File: src/edm_pkg.sv
`default_nettype none
package edm_pkg;

  // ==========================================================
  // Clock and conversion of times into cycles.
  localparam int CLK_PERIOD_NS = 100;

  function automatic int ceil_cyc(input int ns);
    int c;
    c = (ns + CLK_PERIOD_NS - 1) / CLK_PERIOD_NS;
    return (c < 1) ? 1 : c;
  endfunction

  function automatic int floor_cyc(input int ns);
    int c;
    c = ns / CLK_PERIOD_NS;
    return (c < 1) ? 1 : c;
  endfunction

  // ==========================================================
  // Organisation of the memory module.
  localparam int WORD_ADDR_W = 22;
  localparam int PIN_ADDR_W = 11;
  localparam int COL_LSB = 0;
  localparam int ROW_LSB = 11;
  localparam int DATA_W = 32;
  localparam int LANES = 4;
  localparam int RAS_W = 2;
  localparam int PD_W = 4;

  // ==========================================================
  // Strobe levels.
  localparam logic [RAS_W-1:0] RAS_OFF = 2'h3;
  localparam logic [RAS_W-1:0] RAS_ON = 2'h0;
  localparam logic [LANES-1:0] CAS_OFF = 4'hF;
  localparam logic [LANES-1:0] CAS_ALL_ON = 4'h0;

  // ==========================================================
  // Speed grades on the presence detect pins, pin 0 in bit 0.
  localparam logic [PD_W-1:0] PD_FAST = 4'hE;
  localparam logic [PD_W-1:0] PD_SLOW = 4'hA;

  // ==========================================================
  // Row timing per grade.
  localparam int CNT_W = 4;
  localparam int TRP_FAST_NS = 40;
  localparam int TRP_SLOW_NS = 50;
  localparam int TRAS_FAST_NS = 60;
  localparam int TRAS_SLOW_NS = 70;
  localparam logic [CNT_W-1:0] RP_CYC_FAST = CNT_W'(ceil_cyc(TRP_FAST_NS));
  localparam logic [CNT_W-1:0] RP_CYC_SLOW = CNT_W'(ceil_cyc(TRP_SLOW_NS));
  localparam logic [CNT_W-1:0] RAS_CYC_FAST = CNT_W'(ceil_cyc(TRAS_FAST_NS));
  localparam logic [CNT_W-1:0] RAS_CYC_SLOW = CNT_W'(ceil_cyc(TRAS_SLOW_NS));

  // ==========================================================
  // Refresh rate and longest open page.
  localparam int REF_WINDOW_NS = 32000000;
  localparam int REF_CYCLES = 2048;
  localparam int REF_INT_NS = REF_WINDOW_NS / REF_CYCLES;
  localparam int REF_W = 8;
  localparam logic [REF_W-1:0] REF_RELOAD = REF_W'(floor_cyc(REF_INT_NS) - 1);
  localparam int RASP_MAX_NS = 125000;
  localparam int RASP_W = 12;
  localparam int RASP_MARGIN_CYC = 8;
  localparam logic [RASP_W-1:0] RASP_CYC = RASP_W'(floor_cyc(RASP_MAX_NS));
  localparam logic [RASP_W-1:0] RASP_LIMIT = RASP_W'(floor_cyc(RASP_MAX_NS) - RASP_MARGIN_CYC);

  // ==========================================================
  // Controller states.
  typedef enum logic [3:0] {
    ST_IDLE = 4'h0,
    ST_ROW = 4'h1,
    ST_RAS = 4'h2,
    ST_COL = 4'h3,
    ST_CAS = 4'h4,
    ST_CASUP = 4'h5,
    ST_OPEN = 4'h6,
    ST_TOFF = 4'h7,
    ST_PRE = 4'h8,
    ST_REF_CAS = 4'h9,
    ST_REF_RAS = 4'hA
  } edm_state_t;

endpackage
`default_nettype wire

File: src/edm_sync.sv
`timescale 1ns/1ps
`default_nettype none
module edm_sync #(
  parameter int W = 1
) (
  input wire logic mclk,
  input wire logic rstn,
  input wire logic [W-1:0] d,
  output logic [W-1:0] q
);

  // ==========================================================
  // Two flip-flop synchroniser for pin inputs.
  logic [W-1:0] s1_r;
  logic [W-1:0] s2_r;

  always_ff @(posedge mclk) begin
    if (!rstn) begin
      s1_r <= '0;
      s2_r <= '0;
    end else begin
      s1_r <= d;
      s2_r <= s1_r;
    end
  end

  assign q = s2_r;

endmodule // edm_sync
`default_nettype wire

File: src/edm_ctrl.sv
// Function
// - The write strobe stays high through and after the column strobe of every read.
// - The write strobe falls a cycle before the column strobe, so every write is an early write.
// - Write data and write strobe are held a full cycle after the column strobe falls.
// - Page accesses keep the row strobe low, pulse the column strobe and close the row in time.
// - Reads end with both strobes high, and the bus is never driven while the device may drive.
// - The device output in an open page is turned off by a write-strobe low pulse with the column strobe high.
// - For refresh the column strobes fall a full cycle before the row strobes.
// - One refresh is issued every 156 cycles (15600 ns) so that 2048 rows are covered in 32 ms.
// - Row and column go out on 11 multiplexed address pins with two row and four column strobes.
`timescale 1ns/1ps
`default_nettype none
module edm_ctrl
  import edm_pkg::*;
(
  input wire logic mclk,
  input wire logic rstn,
  input wire logic req_valid,
  input wire logic req_we,
  input wire logic [WORD_ADDR_W-1:0] req_addr,
  input wire logic [DATA_W-1:0] req_wdata,
  input wire logic [LANES-1:0] req_be,
  output logic req_ready,
  output logic rd_valid,
  output logic [DATA_W-1:0] rd_data,
  output logic grade_slow,
  output logic [PIN_ADDR_W-1:0] dram_addr,
  output logic [RAS_W-1:0] dram_ras_n,
  output logic [LANES-1:0] dram_cas_n,
  output logic dram_we_n,
  output logic [DATA_W-1:0] data_lines_o,
  output logic data_lines_oe,
  input wire logic [DATA_W-1:0] data_lines_i,
  input wire logic [PD_W-1:0] presence_detect_pins
);

  // ==========================================================
  // Pin synchronisers.
  logic [DATA_W-1:0] dq_s;
  logic [PD_W-1:0] pd_s;

  edm_sync #(.W(DATA_W)) u_dq_sync (
    .mclk(mclk),
    .rstn(rstn),
    .d(data_lines_i),
    .q(dq_s)
  );

  edm_sync #(.W(PD_W)) u_pd_sync (
    .mclk(mclk),
    .rstn(rstn),
    .d(presence_detect_pins),
    .q(pd_s)
  );

  // ==========================================================
  // State.
  edm_state_t st_r, st_nxt;
  logic cmd_vld_r, cmd_we_r, dev_drv_r, ref_pend_r, rd_p0_r, rd_p1_r;
  logic grade_slow_r, req_ready_r, rd_valid_r, we_n_r, dq_oe_r;
  logic [WORD_ADDR_W-1:0] cmd_addr_r;
  logic [DATA_W-1:0] cmd_wdata_r, rd_data_r, dq_out_r;
  logic [LANES-1:0] cmd_be_r, cas_n_r;
  logic [RAS_W-1:0] ras_n_r;
  logic [PIN_ADDR_W-1:0] addr_r, open_row_r;
  logic [CNT_W-1:0] cnt_r;
  logic [REF_W-1:0] ref_cnt_r;
  logic [RASP_W-1:0] open_cnt_r;

  // ==========================================================
  // Decoding.
  wire accept = req_valid & req_ready_r;
  wire serve_done = (st_r == ST_CASUP);
  wire cmd_vld_nxt = accept | (cmd_vld_r & ~serve_done);
  wire [PIN_ADDR_W-1:0] cmd_row = cmd_addr_r[ROW_LSB +: PIN_ADDR_W];
  wire [PIN_ADDR_W-1:0] cmd_col = cmd_addr_r[COL_LSB +: PIN_ADDR_W];
  wire row_hit = (cmd_row == open_row_r);
  wire page_expire = (open_cnt_r >= RASP_LIMIT);
  wire cnt_zero = (cnt_r == '0);
  wire ref_tick = (ref_cnt_r == '0);
  wire ref_start = (st_r == ST_REF_CAS);
  wire ref_pend_nxt = ref_tick | (ref_pend_r & ~ref_start);
  wire [CNT_W-1:0] rp_cyc = grade_slow_r ? RP_CYC_SLOW : RP_CYC_FAST;
  wire [CNT_W-1:0] ras_cyc = grade_slow_r ? RAS_CYC_SLOW : RAS_CYC_FAST;
  wire enter_pre = (st_nxt == ST_PRE) & (st_r != ST_PRE);
  wire enter_ref = (st_nxt == ST_REF_RAS) & (st_r != ST_REF_RAS);
  wire [CNT_W-1:0] cnt_nxt = enter_pre ? rp_cyc - CNT_W'(1) :
                             enter_ref ? ras_cyc - CNT_W'(1) :
                             cnt_zero ? cnt_r : cnt_r - CNT_W'(1);
  wire in_xfer = (st_nxt inside {ST_COL, ST_CAS, ST_CASUP});
  wire ras_low = (st_nxt inside {ST_RAS, ST_COL, ST_CAS, ST_CASUP, ST_OPEN, ST_TOFF,
                                 ST_REF_RAS});
  wire in_page = (st_r inside {ST_RAS, ST_COL, ST_CAS, ST_CASUP, ST_OPEN, ST_TOFF});
  wire [RAS_W-1:0] ras_nxt = ras_low ? RAS_ON : RAS_OFF;
  wire [LANES-1:0] cas_nxt = (st_nxt == ST_CAS) ? ~cmd_be_r :
                             (st_nxt inside {ST_REF_CAS, ST_REF_RAS}) ? CAS_ALL_ON :
                             CAS_OFF;
  wire [PIN_ADDR_W-1:0] addr_nxt = (st_nxt inside {ST_ROW, ST_RAS}) ? cmd_row :
                                   in_xfer ? cmd_col : addr_r;
  wire we_nxt_n = ~((cmd_we_r & in_xfer) | (st_nxt == ST_TOFF));
  wire oe_nxt = cmd_we_r & in_xfer;
  wire rd_cap = (st_r == ST_CAS) & ~cmd_we_r;
  wire dev_drv_nxt = rd_cap | (dev_drv_r & ~(st_r inside {ST_TOFF, ST_PRE}));

  // ==========================================================
  // Next state.
  always_comb begin
    st_nxt = st_r;
    unique case (st_r)
      ST_IDLE: begin
        if (ref_pend_r) begin
          st_nxt = ST_REF_CAS;
        end else if (cmd_vld_r) begin
          st_nxt = ST_ROW;
        end
      end
      ST_ROW: st_nxt = ST_RAS;
      ST_RAS: st_nxt = ST_COL;
      ST_COL: st_nxt = ST_CAS;
      ST_CAS: st_nxt = ST_CASUP;
      ST_CASUP: st_nxt = ST_OPEN;
      ST_OPEN: begin
        if (ref_pend_r | page_expire | (cmd_vld_r & ~row_hit)) begin
          st_nxt = ST_PRE;
        end else if (cmd_vld_r & cmd_we_r & dev_drv_r) begin
          st_nxt = ST_TOFF;
        end else if (cmd_vld_r) begin
          st_nxt = ST_COL;
        end else if (dev_drv_r) begin
          st_nxt = ST_TOFF;
        end
      end
      ST_TOFF: st_nxt = ST_OPEN;
      ST_PRE: begin
        if (cnt_zero) begin
          st_nxt = ST_IDLE;
        end
      end
      ST_REF_CAS: st_nxt = ST_REF_RAS;
      ST_REF_RAS: begin
        if (cnt_zero) begin
          st_nxt = ST_PRE;
        end
      end
      default: st_nxt = ST_IDLE;
    endcase
  end

  // ==========================================================
  // Registers.
  always_ff @(posedge mclk) begin
    if (!rstn) begin
      st_r <= ST_IDLE;
      cmd_vld_r <= 1'b0;
      cmd_we_r <= 1'b0;
      cmd_addr_r <= '0;
      cmd_wdata_r <= '0;
      cmd_be_r <= '0;
      req_ready_r <= 1'b0;
      dev_drv_r <= 1'b0;
      ref_pend_r <= 1'b0;
      ref_cnt_r <= REF_RELOAD;
      open_cnt_r <= '0;
      open_row_r <= '0;
      cnt_r <= '0;
      rd_p0_r <= 1'b0;
      rd_p1_r <= 1'b0;
      rd_valid_r <= 1'b0;
      rd_data_r <= '0;
      grade_slow_r <= 1'b1;
      ras_n_r <= RAS_OFF;
      cas_n_r <= CAS_OFF;
      we_n_r <= 1'b1;
      addr_r <= '0;
      dq_oe_r <= 1'b0;
      dq_out_r <= '0;
    end else begin
      st_r <= st_nxt;
      cmd_vld_r <= cmd_vld_nxt;
      req_ready_r <= ~cmd_vld_nxt;
      if (accept) begin
        cmd_we_r <= req_we;
        cmd_addr_r <= req_addr;
        cmd_wdata_r <= req_wdata;
        cmd_be_r <= req_be;
      end
      dev_drv_r <= dev_drv_nxt;
      ref_pend_r <= ref_pend_nxt;
      ref_cnt_r <= ref_tick ? REF_RELOAD : ref_cnt_r - REF_W'(1);
      open_cnt_r <= in_page ? open_cnt_r + RASP_W'(1) : '0;
      if (st_r == ST_ROW) begin
        open_row_r <= cmd_row;
      end
      cnt_r <= cnt_nxt;
      rd_p0_r <= rd_cap;
      rd_p1_r <= rd_p0_r;
      rd_valid_r <= rd_p1_r;
      if (rd_p1_r) begin
        rd_data_r <= dq_s;
      end
      grade_slow_r <= (pd_s != PD_FAST);
      ras_n_r <= ras_nxt;
      cas_n_r <= cas_nxt;
      we_n_r <= we_nxt_n;
      addr_r <= addr_nxt;
      dq_oe_r <= oe_nxt;
      dq_out_r <= cmd_wdata_r;
    end
  end

  assign req_ready = req_ready_r;
  assign rd_valid = rd_valid_r;
  assign rd_data = rd_data_r;
  assign grade_slow = grade_slow_r;
  assign dram_addr = addr_r;
  assign dram_ras_n = ras_n_r;
  assign dram_cas_n = cas_n_r;
  assign dram_we_n = we_n_r;
  assign data_lines_o = dq_out_r;
  assign data_lines_oe = dq_oe_r;
endmodule // edm_ctrl
`default_nettype wire

File: config.mk
export PLATFORM = sky130hd
export DESIGN_NAME = edm_ctrl
export DESIGN_NICKNAME = d
export VERILOG_FILES = /design/src/edm_pkg.sv /design/src/edm_sync.sv /design/src/edm_ctrl.sv
export SDC_FILE = /design/constraint.sdc
export NUM_CORES = 1
export LEC_CHECK = 0
export ABC_AREA = 0
export BUFFER_PORTS_ARGS = -buffer_cell sky130_fd_sc_hd__buf_2
export CAP_MARGIN = 10
export CORE_ASPECT_RATIO = 0.7
export CORE_MARGIN = 10
export CORE_UTILIZATION = 35
export CTS_CLUSTER_DIAMETER = 150
export CTS_CLUSTER_SIZE = 28
export DETAILED_ROUTE_END_ITERATION = 8
export PLACE_DENSITY_LB_ADDON = 0.05
export SYNTH_ARGS = -nofsm -noshare
export SYNTH_HDL_FRONTEND = slang
export SYNTH_SLANG_ARGS = --single-unit
File: constraint.sdc
create_clock -name mclk -period 3 [get_ports mclk]
set_input_delay 0.15 -clock mclk [delete_from_list [all_inputs] [get_ports mclk]]
set_output_delay 0.15 -clock mclk [all_outputs]
set_load 0.005 [all_outputs]
Yosys cells after proc, flatten, opt, wreduce, memory -nomap -nowiden
Cells that the tools add are included.
Widths: inputs -> output; s select.
{ "op_classes": {"n_eq_ne": 24, "div_mod_pow": 0, "shift": 0, "add_sub_neg": 3, "n_reduce_logical": 14, "bitwise_logic": 26, "muxes": 14, "multipliers": 0, "magnitude_cmp": 1} }
{ "op_table": {"columns": ["cell", "count"], "rows": [
  ["$mux 4", 10],
  ["$pmux 4 s10", 1],
  ["$eq 4x3->1 const B", 8],
  ["$eq 4x4->1 const B", 6],
  ["$mux 11", 2],
  ["$eq 4x2->1 const B", 4],
  ["$add 12x1->12 const B", 1],
  ["$ge 12x11->1 const B", 1],
  ["$ne 4x4->1 const B", 3],
  ["$and 1x1->1", 11],
  ["$eq 11x11->1", 1],
  ["$eq 4x1->1 const B", 2],
  ["$logic_not 4->1", 2],
  ["$logic_not 8->1", 1],
  ["$not 1->1", 8],
  ["$reduce_bool 2->1", 4],
  ["$sub 8x1->8 const B", 1],
  ["$reduce_bool 7->1", 1],
  ["$or 1x1->1", 6],
  ["$reduce_bool 6->1", 1],
  ["$not 4->4", 1],
  ["$reduce_or 2->1", 2],
  ["$sub 4x1->4 const B", 1],
  ["$reduce_bool 3->1", 1],
  ["other kinds (3)", 3]
]} }
{ "word_totals": {"mem_count": 0, "ramBits": 0, "romBits": 0, "output_inout_bits": 86, "wordCells": 110, "register_bits": 261, "input_bits": 98, "latch_bits": 0} }

Depth between registers and ports, before layout
Gate-level depths: netlist of run 1.
{ "logic_depth": {"word_depth": 11, "ltp_mapped": 10, "ltp_nobuf": 8} }

Hierarchy
Synthesis of run 1 repeated with hierarchy kept, for this count alone.
{ "unflattened": {"cells_unflattened": 913, "hier_area_um2": 9200.1} }
{ "by_module_without_submodules": {"columns": ["mod", "cells_per_inst", "area_each_um2", "n_inst"], "rows": [
  ["edm_ctrl", 763, 7198.2, 1],
  ["edm_sync at u_dq_sync", 134, 1791.7, 1],
  ["edm_sync at u_pd_sync", 16, 210.2, 1]
]} }

Worst setup path after synthesis of run 1
Ideal clock, no wire load.
{ "synth_timing": {"path_kind": "register -> register", "start": "register open_cnt_r[0]", "end": "register addr_r[7] (netlist: dram_addr[7])", "period_less_slack_ns": 2.248, "t_arrival_ns": 2.114, "setup_time_ns": 0.134, "path_stages_with_launch": 10, "n_path_buf": 1, "setup_slack_ns": 0.752, "path_cell_list": "dfxtp_1 -> inv_1 -> ha_1 -> nor4_1 -> o311ai_1 -> or3b_1 -> o21a_1 -> buf_6 -> o41ai_2 -> nor4_1"} }
{ "synth_via": {"elab_chain_cells": 8, "word_cells_on_any_way": 14, "classes_between": "order compare (1); eq/ne (5); mux (3); bitwise (2); reduce/logical (3)"} }
{ "synth_lines": {"columns": ["item", "line_no", "source"], "rows": [
  ["start: declaration", "edm_ctrl.sv:68", "logic [RASP_W-1:0] open_cnt_r;"],
  ["start signal: assignment", "edm_ctrl.sv:190", "open_cnt_r <= in_page ? open_cnt_r + RASP_W'(1) : '0;"],
  ["$ge 12x11->1 (*)", "edm_ctrl.sv:78", "wire page_expire = (open_cnt_r >= RASP_LIMIT);"],
  ["$or 1x1->1 (*) (2 in series)", "edm_ctrl.sv:123", "if (ref_pend_r | page_expire | (cmd_vld_r & ~row_hit)) begin"],
  ["$mux 4 (*)", "edm_ctrl.sv:123", null],
  ["$pmux 4 s10 (*)", "edm_ctrl.sv:109", "unique case (st_r)"],
  ["$eq 4x2->1, or another cell as far along", "edm_ctrl.sv:90", "wire in_xfer = (st_nxt inside {ST_COL, ST_CAS, ST_CASUP});"],
  ["$reduce_bool 3->1 or $reduce_bool 2->1 (tied branches)", "edm_ctrl.sv:90, edm_ctrl.sv:98", null],
  ["$reduce_bool 2->1 (no line) or $mux 11 (tied branches)", null, null],
  ["end signal: assignment", "edm_ctrl.sv:205", "addr_r <= addr_nxt;"],
  ["end: declaration", "edm_ctrl.sv:65", "logic [PIN_ADDR_W-1:0] addr_r, open_row_r;"]
]} }
Mark *: on every way between the ends. The rest lies on a longest branch, timed or not.
A chain may end at the register's enable or synchronous reset.

Worst setup path after layout of run 1
{ "layout_timing": {"start": "register open_cnt_r[0]", "end": "register cas_n_r[3] (netlist: dram_cas_n[3])"} }
{ "layout_via": {"elab_chain_cells": 9, "word_cells_on_any_way": 11, "classes_between": "order compare (1); eq/ne (3); mux (4); bitwise (2); reduce/logical (1)"} }
{ "layout_lines": {"columns": ["item", "line_no", "source"], "rows": [
  ["$ge 12x11->1 (*)", "edm_ctrl.sv:78", null],
  ["$or 1x1->1 (*) (2 in series)", "edm_ctrl.sv:123", null],
  ["$mux 4 (*)", "edm_ctrl.sv:123", null],
  ["$pmux 4 s10 (*)", "edm_ctrl.sv:109", null],
  ["$eq 4x4->1", "edm_ctrl.sv:96", "(st_nxt inside {ST_REF_CAS, ST_REF_RAS}) ? CAS_ALL_ON :"],
  ["$reduce_bool 2->1", "edm_ctrl.sv:96", null],
  ["$mux 4", "edm_ctrl.sv:96", null],
  ["$mux 4 (*)", "edm_ctrl.sv:95", "wire [LANES-1:0] cas_nxt = (st_nxt == ST_CAS) ? ~cmd_be_r :"],
  ["end signal: assignment", "edm_ctrl.sv:203", "cas_n_r <= cas_nxt;"],
  ["end: declaration", "edm_ctrl.sv:63", "logic [LANES-1:0] cmd_be_r, cas_n_r;"]
]} }
Marked as above.

==> results.md, run 1 <==
* Crit-path max FO at 13
* Drt drc at 0
* Post-CTS Hold Buffers at 95
* Crit start category: flip-flop
* Crit-path cells: inv_1, ha_1, nor4_1, o311ai_1, or2_1, o21a_1, a2111oi_2, a21oi_1
* Die W at 212.7 um
* Commonest non-fill, non-tap cell in the layout: dfxtp_1
* Port Buffers at 183
* First-pass GRT wire length at 37.87 mm
* Status: completed
* CORE AREA at 25630 sq um
* Drt via density at 4.526
* Delay-heaviest family, CP: compound AO/OA/AOI/OAI gates
* WHS Endpoint: st_r[0]
* Min-Delay Path Class: input pin to flip-flop
* H-tree Lvls at 1
* Routing usage on met3 at 0.02469
* Final ANT Viol Nets at 0
* Hold Crit Depth at 3
* XOR/XNOR share of the synthesized area at 0.02696
* Commonest cells after routing, fill and taps aside: dfxtp_1 (259), buf_2 (183), nand2_1 (163)
* Routed length per instance at 15.49 um
* Largest family of logic cells by synthesized area: simple AND/OR/NAND/NOR gates
* Post-CTS Setup Inserts at 0
* Seq/Total Area, Yosys at 0.5723
* Yosys warnings at 0
* Grt total ovfl at 0
* Clock Latency Late Sink at 500 ps
* Max-slew headroom at 0.4069
* CTS resizes at 0
* RSZ-0062 raised after global routing: no
* Cell count after synthesis at 952
* Final setup vio count at 0
* Initial drt markers at 286
* NumNets Final at 1295
* Crit-path slowest cell: a2111oi_2
* Reg area at 5206 sq um
* Via count at 6898
* Clk root buf: clkbuf_16
* N_diodes at 0
* Post-synth EDFFs at 0
* Asr flop ratio synth at 0
* Area of the die at 32940 sq um
* Multi-input gate area at 3598 sq um
* Synth Area in Simple Gates at 0.2399
* FF+latch count, synth at 260
* WS Path Type: flip-flop to flip-flop
* Clk_skew at 25.30 ps
* VDD IR-drop max at 0.2750 mV
* Clock transition at the registers of the reported paths at 110 ps
* Routability Congestion at 0.7819
* Met2 GRT Util at 0.2314
* Multiplexer share of the synthesized area at 0.03742
* Post-Syn Nets at 1054
* Adder-cell share of the synthesized area at 0.005503
* Initial antenna violation count at 0
* Worst R2R Setup Slack at 260 ps
* Post-synth cell types at 48
* Setup TNS at 0 ps
* Num Clock Sinks at 260
* Worst Path Arrival at 3090 ps
* Top FF cell, synth: dfxtp_1
* DP HPWL at 15.84 mm
* Fmax at 0.3646 GHz
* CP Buf/Inv Count at 1
* Clock Path Buffers at 3
* Filler cells at 2550
* Critical Path End Type: flip-flop
* Fin crit share at 0.9143
* Synth-to-layout area growth at 27.36%
* Synthesized cell area at 9095 sq um
* CTS tree: yes
* R2R Path Start: open_cnt_r[0]
* 1st-pass router iterations at 4
* Min Hold Slack at 136.2 ps
* Die H at 154.9 um
* Vias in the first global route at 6873
* Clock period minus worst slack at 2743 ps
* Wirelength, routed at 23.61 mm
* Pin count of the biggest net entering global routing at 84
* Share of cells above drive strength 1 at 0.2037
* Biggest cell delay along the critical path at 630 ps
* Compound-Gate Fraction of Synth Area at 0.08474
* Worst slew pin tran at 875.7 ps
* Final Hold Viols at 0
* Overall Global Routing Usage at 0.1399
* GRT met1 Usage at 0.1876
* Worst r2r dst: dram_cas_n[3]
* Number of max-cap violations at 0
* # IOs at 184
* Cell row count at 49
* Worst path required time at 3350 ps
* Leak at 0.004731 uW
* Grt peak-use layer: met2
* Initial Util at 0.3549
* Power per Cell Area at 544.0 nW/um^2
* Slew Viols, Final at 0
* Placed cell count at 1414
* Syn avg cell area at 9.554 sq um
* Non-filler cells, final at 1524
* Reg2reg path depth at 8
* Total CTS buffers at 13
* Hold_sp: rstn
-- power by group --
part / internal [uW] / switching [uW] / total, uW
sequential: 3590 / 79.3 / 3670
combinational: 336 / 343 / 679
clock: 813 / 1140 / 1950
-- kinds of logic (layout without fill, tap and decap cells) --
kind of cell | after synthesis | count (layout)
and+or+nand+nor | 440 | 440
xor gates and xnor gates | 28 | 28
adders and majority gates | 4 | 4
buffers and inverters | 71 | 312
DFF | 260 | 260
muxes | 34 | 34
AOI/OAI and AO/OA | 115 | 115
-- cells in the mapped netlist (13+ instances only) --
cell type    n  share of area
xnor2_1     17          0.016
clkbuf_1    39          0.016
mux2i_1     34          0.037
nor4_1      25          0.017
nor3_1      17         0.0094
or3_1       17          0.012
or2_2       13         0.0089
and2_1     110          0.076
a21oi_1     82          0.045
dfxtp_1    260           0.57
nand2_1    164          0.068
nor2_1      64          0.026
-- layout make-up --
cell class | count | share of cell area
clock buffers | 13 | 0.02808
repair buffers | 290 | 0.1711
flip-flops and latches | 260 | 0.4494
clock inverters | 2 | 0.002484
inverters | 7 | 0.002484
multi-input cells | 621 | 0.3107
well taps | 331 | 0.03575
-- how the worst max path moves through the flow --
stage                  startpoint       endpoint  slack [ps]  cells past startpoint
finish              open_cnt_r[0]  dram_cas_n[3]         260                      8
global route        open_cnt_r[0]   dram_addr[4]          20                      8
CTS                 open_cnt_r[0]  dram_cas_n[3]         260                      8
detailed placement  open_cnt_r[0]      dram_we_n         290                      8
global placement    open_cnt_r[0]      dram_we_n         300                      8
floorplan           open_cnt_r[0]   dram_addr[7]         750                      9
-- layer usage --
layer	share of wire	wire, um
met5	0	0
met3	0.040	956
met1	0.48	11330
met4	0.014	320
met2	0.47	11000
-- flip-flops by register name (all words and copies together) (netlist names), 11 cells and up --
register / count
open_cnt_r: 12
cmd_addr_r: 22
rd_data: 32
open_row_r: 11
u_dq_sync.q: 32
u_dq_sync.s1_r: 32
cmd_wdata_r: 32
dram_addr: 11
data_lines_o: 32
-- stage by stage --
stage | setup slack, ps | instance area, sq um | total power [uW] | utilization
6_report | 257.1 | 11580 | 6301 | 0.4520
5_1_grt | 15.61 | 11580 | 6616 | 0.4520
4_1_cts | 264.8 | 11580 | 6425 | 0.4520
3_5_place_dp | 292.2 | 10280 | 4347 | 0.4011
3_3_place_gp | 295.5 | 10280 | 4346 | 0.4011
2_1_floorplan | 751.9 | 9095 | 4101 | -
-- worst reg2reg max path: stages (launching register included) --
cell,delay (ps)
dfxtp_1,380
inv_1,60
ha_1,190
nor4_1,280
o311ai_1,270
or2_1,330
o21a_1,380
a2111oi_2,630
a21oi_1,80
No activity file was read; power rests on OpenSTA's default activity.
==> inputs of run 2 (changes only) <==
--- a/config.mk
+++ b/config.mk
@@ -17,4 +17,5 @@
 export PLACE_DENSITY_LB_ADDON = 0.05
 export SYNTH_ARGS = -nofsm -noshare
 export SYNTH_HDL_FRONTEND = slang
+export SYNTH_HIERARCHICAL = 1
 export SYNTH_SLANG_ARGS = --single-unit
==> run 2 against run 1 <==
  * Critical endpoint is now dram_addr[1]
  * Combinational power hardly changed
  * Clock skew increased by 5.7 ps
  * Non-clock buffer count is 2 lower
  * Largest cell class unchanged
  * Total power shrank 0.85%
  * Global-route usage decreased by 1.3 points
  * Sequential share of layout area shrank 0.73 points
  * Design area is 1.6% higher
  * Clock power is 3% lower
  * First-iteration DRC count unchanged
  * Sequential power about the same
==> results.md, run 2 <==
* Status: completed
* Clock period minus worst slack at 2688 ps (-54.60 ps)
* # IOs at 184 (unchanged)
* WS Path Type: flip-flop to flip-flop
* Fmax at 0.3720 GHz (+2.0%)
* Post-Syn Nets at 1015 (-3.7%)
* Synth area leaders: dfxtp_1 (57%), nand2_1 (6.8%), a21boi_0 (5.8%)
* Crit-path max FO at 11 (-2)
* Switching share of power at 0.2401 (-0.007232)
* Routed length per instance at 14.27 um (-7.9%)
* VDD IR-drop max at 0.3768 mV (+37%)
* Post-synth EDFFs at 0 (unchanged)
* Num Clock Sinks at 260 (unchanged)
* Die W at 213.8 um (+0.52%)
* Seq/Total Area, Yosys at 0.5658 (-0.006538)
* Power per Cell Area at 530.6 nW/um^2 (-2.5%)
* Cell row count at 49 (unchanged)
* Synthesized cell area at 9200 sq um (+1.2%)
* Worst slew pin tran at 612.5 ps (-263.3 ps)
* Pin count of the biggest net entering global routing at 97 (+15%)
* Pre-CTS WS at 329.8 ps (+37.58 ps)
* Synth-to-layout area growth at 27.98%
* Area of the die at 33270 sq um (+1.0%)
* Final setup vio count at 0 (unchanged)
* Port Buffers at 183 (unchanged)
* Share of cells above drive strength 1 at 0.2519 (+0.04825)
* Total internal power at 4747 uW (+0.10%)
* Post-synth cell types at 53 (+10%)
* Routability Congestion at 0.7694 (-1.6%)
* Overall Global Routing Usage at 0.1274 (-0.01251)
* Design Power at 6248 uW (-0.85%)
* Clock Power Share at 0.304 (-0.005)
* Fin crit share at 0.8961 (-0.01820)
* First-pass GRT wire length at 34.93 mm (-7.8%)
* Slew Viols, Final at 0 (unchanged)
* Syn avg cell area at 10.08 sq um (+5.5%)
* Flop pwr share at 0.587 (+0.004)
* Die H at 155.6 um (+0.50%)
* Initial Util at 0.3564 (+0.001543)
* Final setup margin at 311.7 ps (+54.60 ps)
* Switching pwr at 1500 uW (-3.7%)
* Clk_skew at 30.98 ps (+5.687 ps)
* Clock Latency Late Sink at 480 ps (-20 ps)
* Max-slew headroom at 0.5917 (+0.1847)
* Initial drt markers at 286 (unchanged)
* Commonest cells after routing, fill and taps aside: dfxtp_1 (259), buf_2 (182), nand2_1 (166)
* Yosys warnings at 6 (+6)
* Commonest non-fill, non-tap cell in the layout: dfxtp_1
* Leak at 0.004773 uW (+0.89%)
* Power share of the combinational group at 0.108 (about the same)
* Critical Path End Type: flip-flop
* Filler cells at 2519 (-1.2%)
* Drt drc at 0 (unchanged)
* Cell taking the most area after synthesis: dfxtp_1
* Wirelength, routed at 21.69 mm (-8.1%)
* Final Hold Viols at 0 (unchanged)
* Non-filler cells, final at 1520 (-0.26%)
* RSZ-0062 raised after global routing: no
* CORE AREA at 25810 sq um (+0.72%)
* Min-Delay Path Class: input pin to flip-flop
* 1st-pass router iterations at 4 (unchanged)
* Cell with the most instances after synthesis: dfxtp_1
* Reg area at 5206 sq um (unchanged)
* Post-CTS Setup Inserts at 0 (unchanged)
* Vias in the first global route at 6534 (-4.9%)
* Worst Path Arrival at 3060 ps (-30 ps)
* NumNets Final at 1266 (-2.2%)
* H-tree Lvls at 1 (unchanged)
* Cell count after synthesis at 913 (-4.1%)
* Placed cell count at 1411 (-0.21%)
* Initial antenna violation count at 0 (unchanged)
* Top FF cell, synth: dfxtp_1
* Synth cell count leaders: dfxtp_1 (260), nand2_1 (167), a21boi_0 (71)
* Via count at 6576 (-4.7%)
* Setup TNS at 0 ps (unchanged)
* N_diodes at 0 (unchanged)
* Clock transition at the registers of the reported paths at 110 ps (about the same)
* CTS tree: yes
* Number of max-cap violations at 0 (unchanged)
* FF+latch count, synth at 260 (unchanged)
* Clock Path Buffers at 3 (unchanged)
* Post-synth top area share at 0.5658 (-0.006538)
* Clk root buf: clkbuf_16
* DP HPWL at 14.95 mm (-5.6%)
* Final ANT Viol Nets at 0 (unchanged)
* Crit start category: flip-flop
* Grt total ovfl at 0 (unchanged)
* Drt via density at 4.326 (-4.4%)
* Asr flop ratio synth at 0 (unchanged)
* Total CTS buffers at 13 (unchanged)
* Worst path required time at 3370 ps (+20 ps)
* Multi-input gate area at 3764 sq um (+4.6%)
==> run 2: cell count changes after synthesis, moves of 12 or more <==
cell,before,now
nor4_1,25,3
nor2_1,64,30
and2_1,110,50
and2_2,0,64
a21boi_0,0,71
a21oi_1,82,7
or3_1,17,5
or2_2,13,0
nor2b_1,0,37
==> run 2: critical path, cell delays in order, from the launching register on <==
cell,delay [ps]
dfxtp_1,350
inv_1,60
ha_1,210
or3b_4,420
o21ai_1,130
a21oi_1,90
a311o_1,460
nor4_4,340
buf_12,200
mux2i_1,230
a21oi_2,70
==> run 2: cell type report <==
class / instances / area share
sequential: 260 / 0.4422
multi-input combinational: 594 / 0.3197
timing repair buffer: 288 / 0.1686
tap: 357 / 0.03794
clock buffer: 13 / 0.02763
inverter: 7 / 0.002232
clock inverter: 1 / 0.001700
==> run 2: cells by family after synthesis <==
group,after synthesis,share of synthesized area
and+or+nand+nor,394,0.2294
DFF,260,0.5658
AOI/OAI and AO/OA,123,0.09669
buffers and inverters,59,0.02706
muxes,45,0.04896
xor gates and xnor gates,28,0.02666
adders and majority gates,4,0.005440
==> run 2: per-layer routing <==
metal | up-vias | share of wire | track usage
met2 | 147 | 0.40 | 0.1852
met1 | 2961 | 0.52 | 0.1872
met3 | 17 | 0.066 | 0.03051
met5 | - | 0 | 0
li1 | 3451 | - | -
met4 | 0 | 0.014 | 0.02289
==> run 2: worst paths after layout <==
kind                  start      endpoint  slack [ps]  cells after the start
max                cnt_r[0]  dram_addr[1]         310                     10
min                    rstn     dram_we_n         100                      2
max reg2reg        cnt_r[0]  dram_addr[1]         310                     10
min reg2reg  u_pd_sync/q[2]    grade_slow         390                      1
==> run 2: stage by stage <==
step	area, sq um	hold WS, ps	utilization
CTS	11770	58.12	0.4562
global route	11770	97.48	0.4562
finish	11770	102.0	0.4562
global placement	10480	361.8	0.4059
floorplan	9200	271.7	-
detailed placement	10480	366.2	0.4059
==> run 2: power groups by stage <==
stage	sequential [uW]	combinational [uW]	clock [uW]
3_5_place_dp	3750	592	0
2_1_floorplan	3730	366	0
4_1_cts	3670	691	2020
5_1_grt	3690	759	2120
6_report	3670	677	1900
3_3_place_gp	3750	588	0
==> run 2: what timing repair did <==
item                                   CTS  global route
endpoints found under the hold margin   95             0
gates resized for setup                  0             0
hold buffers                            95             0
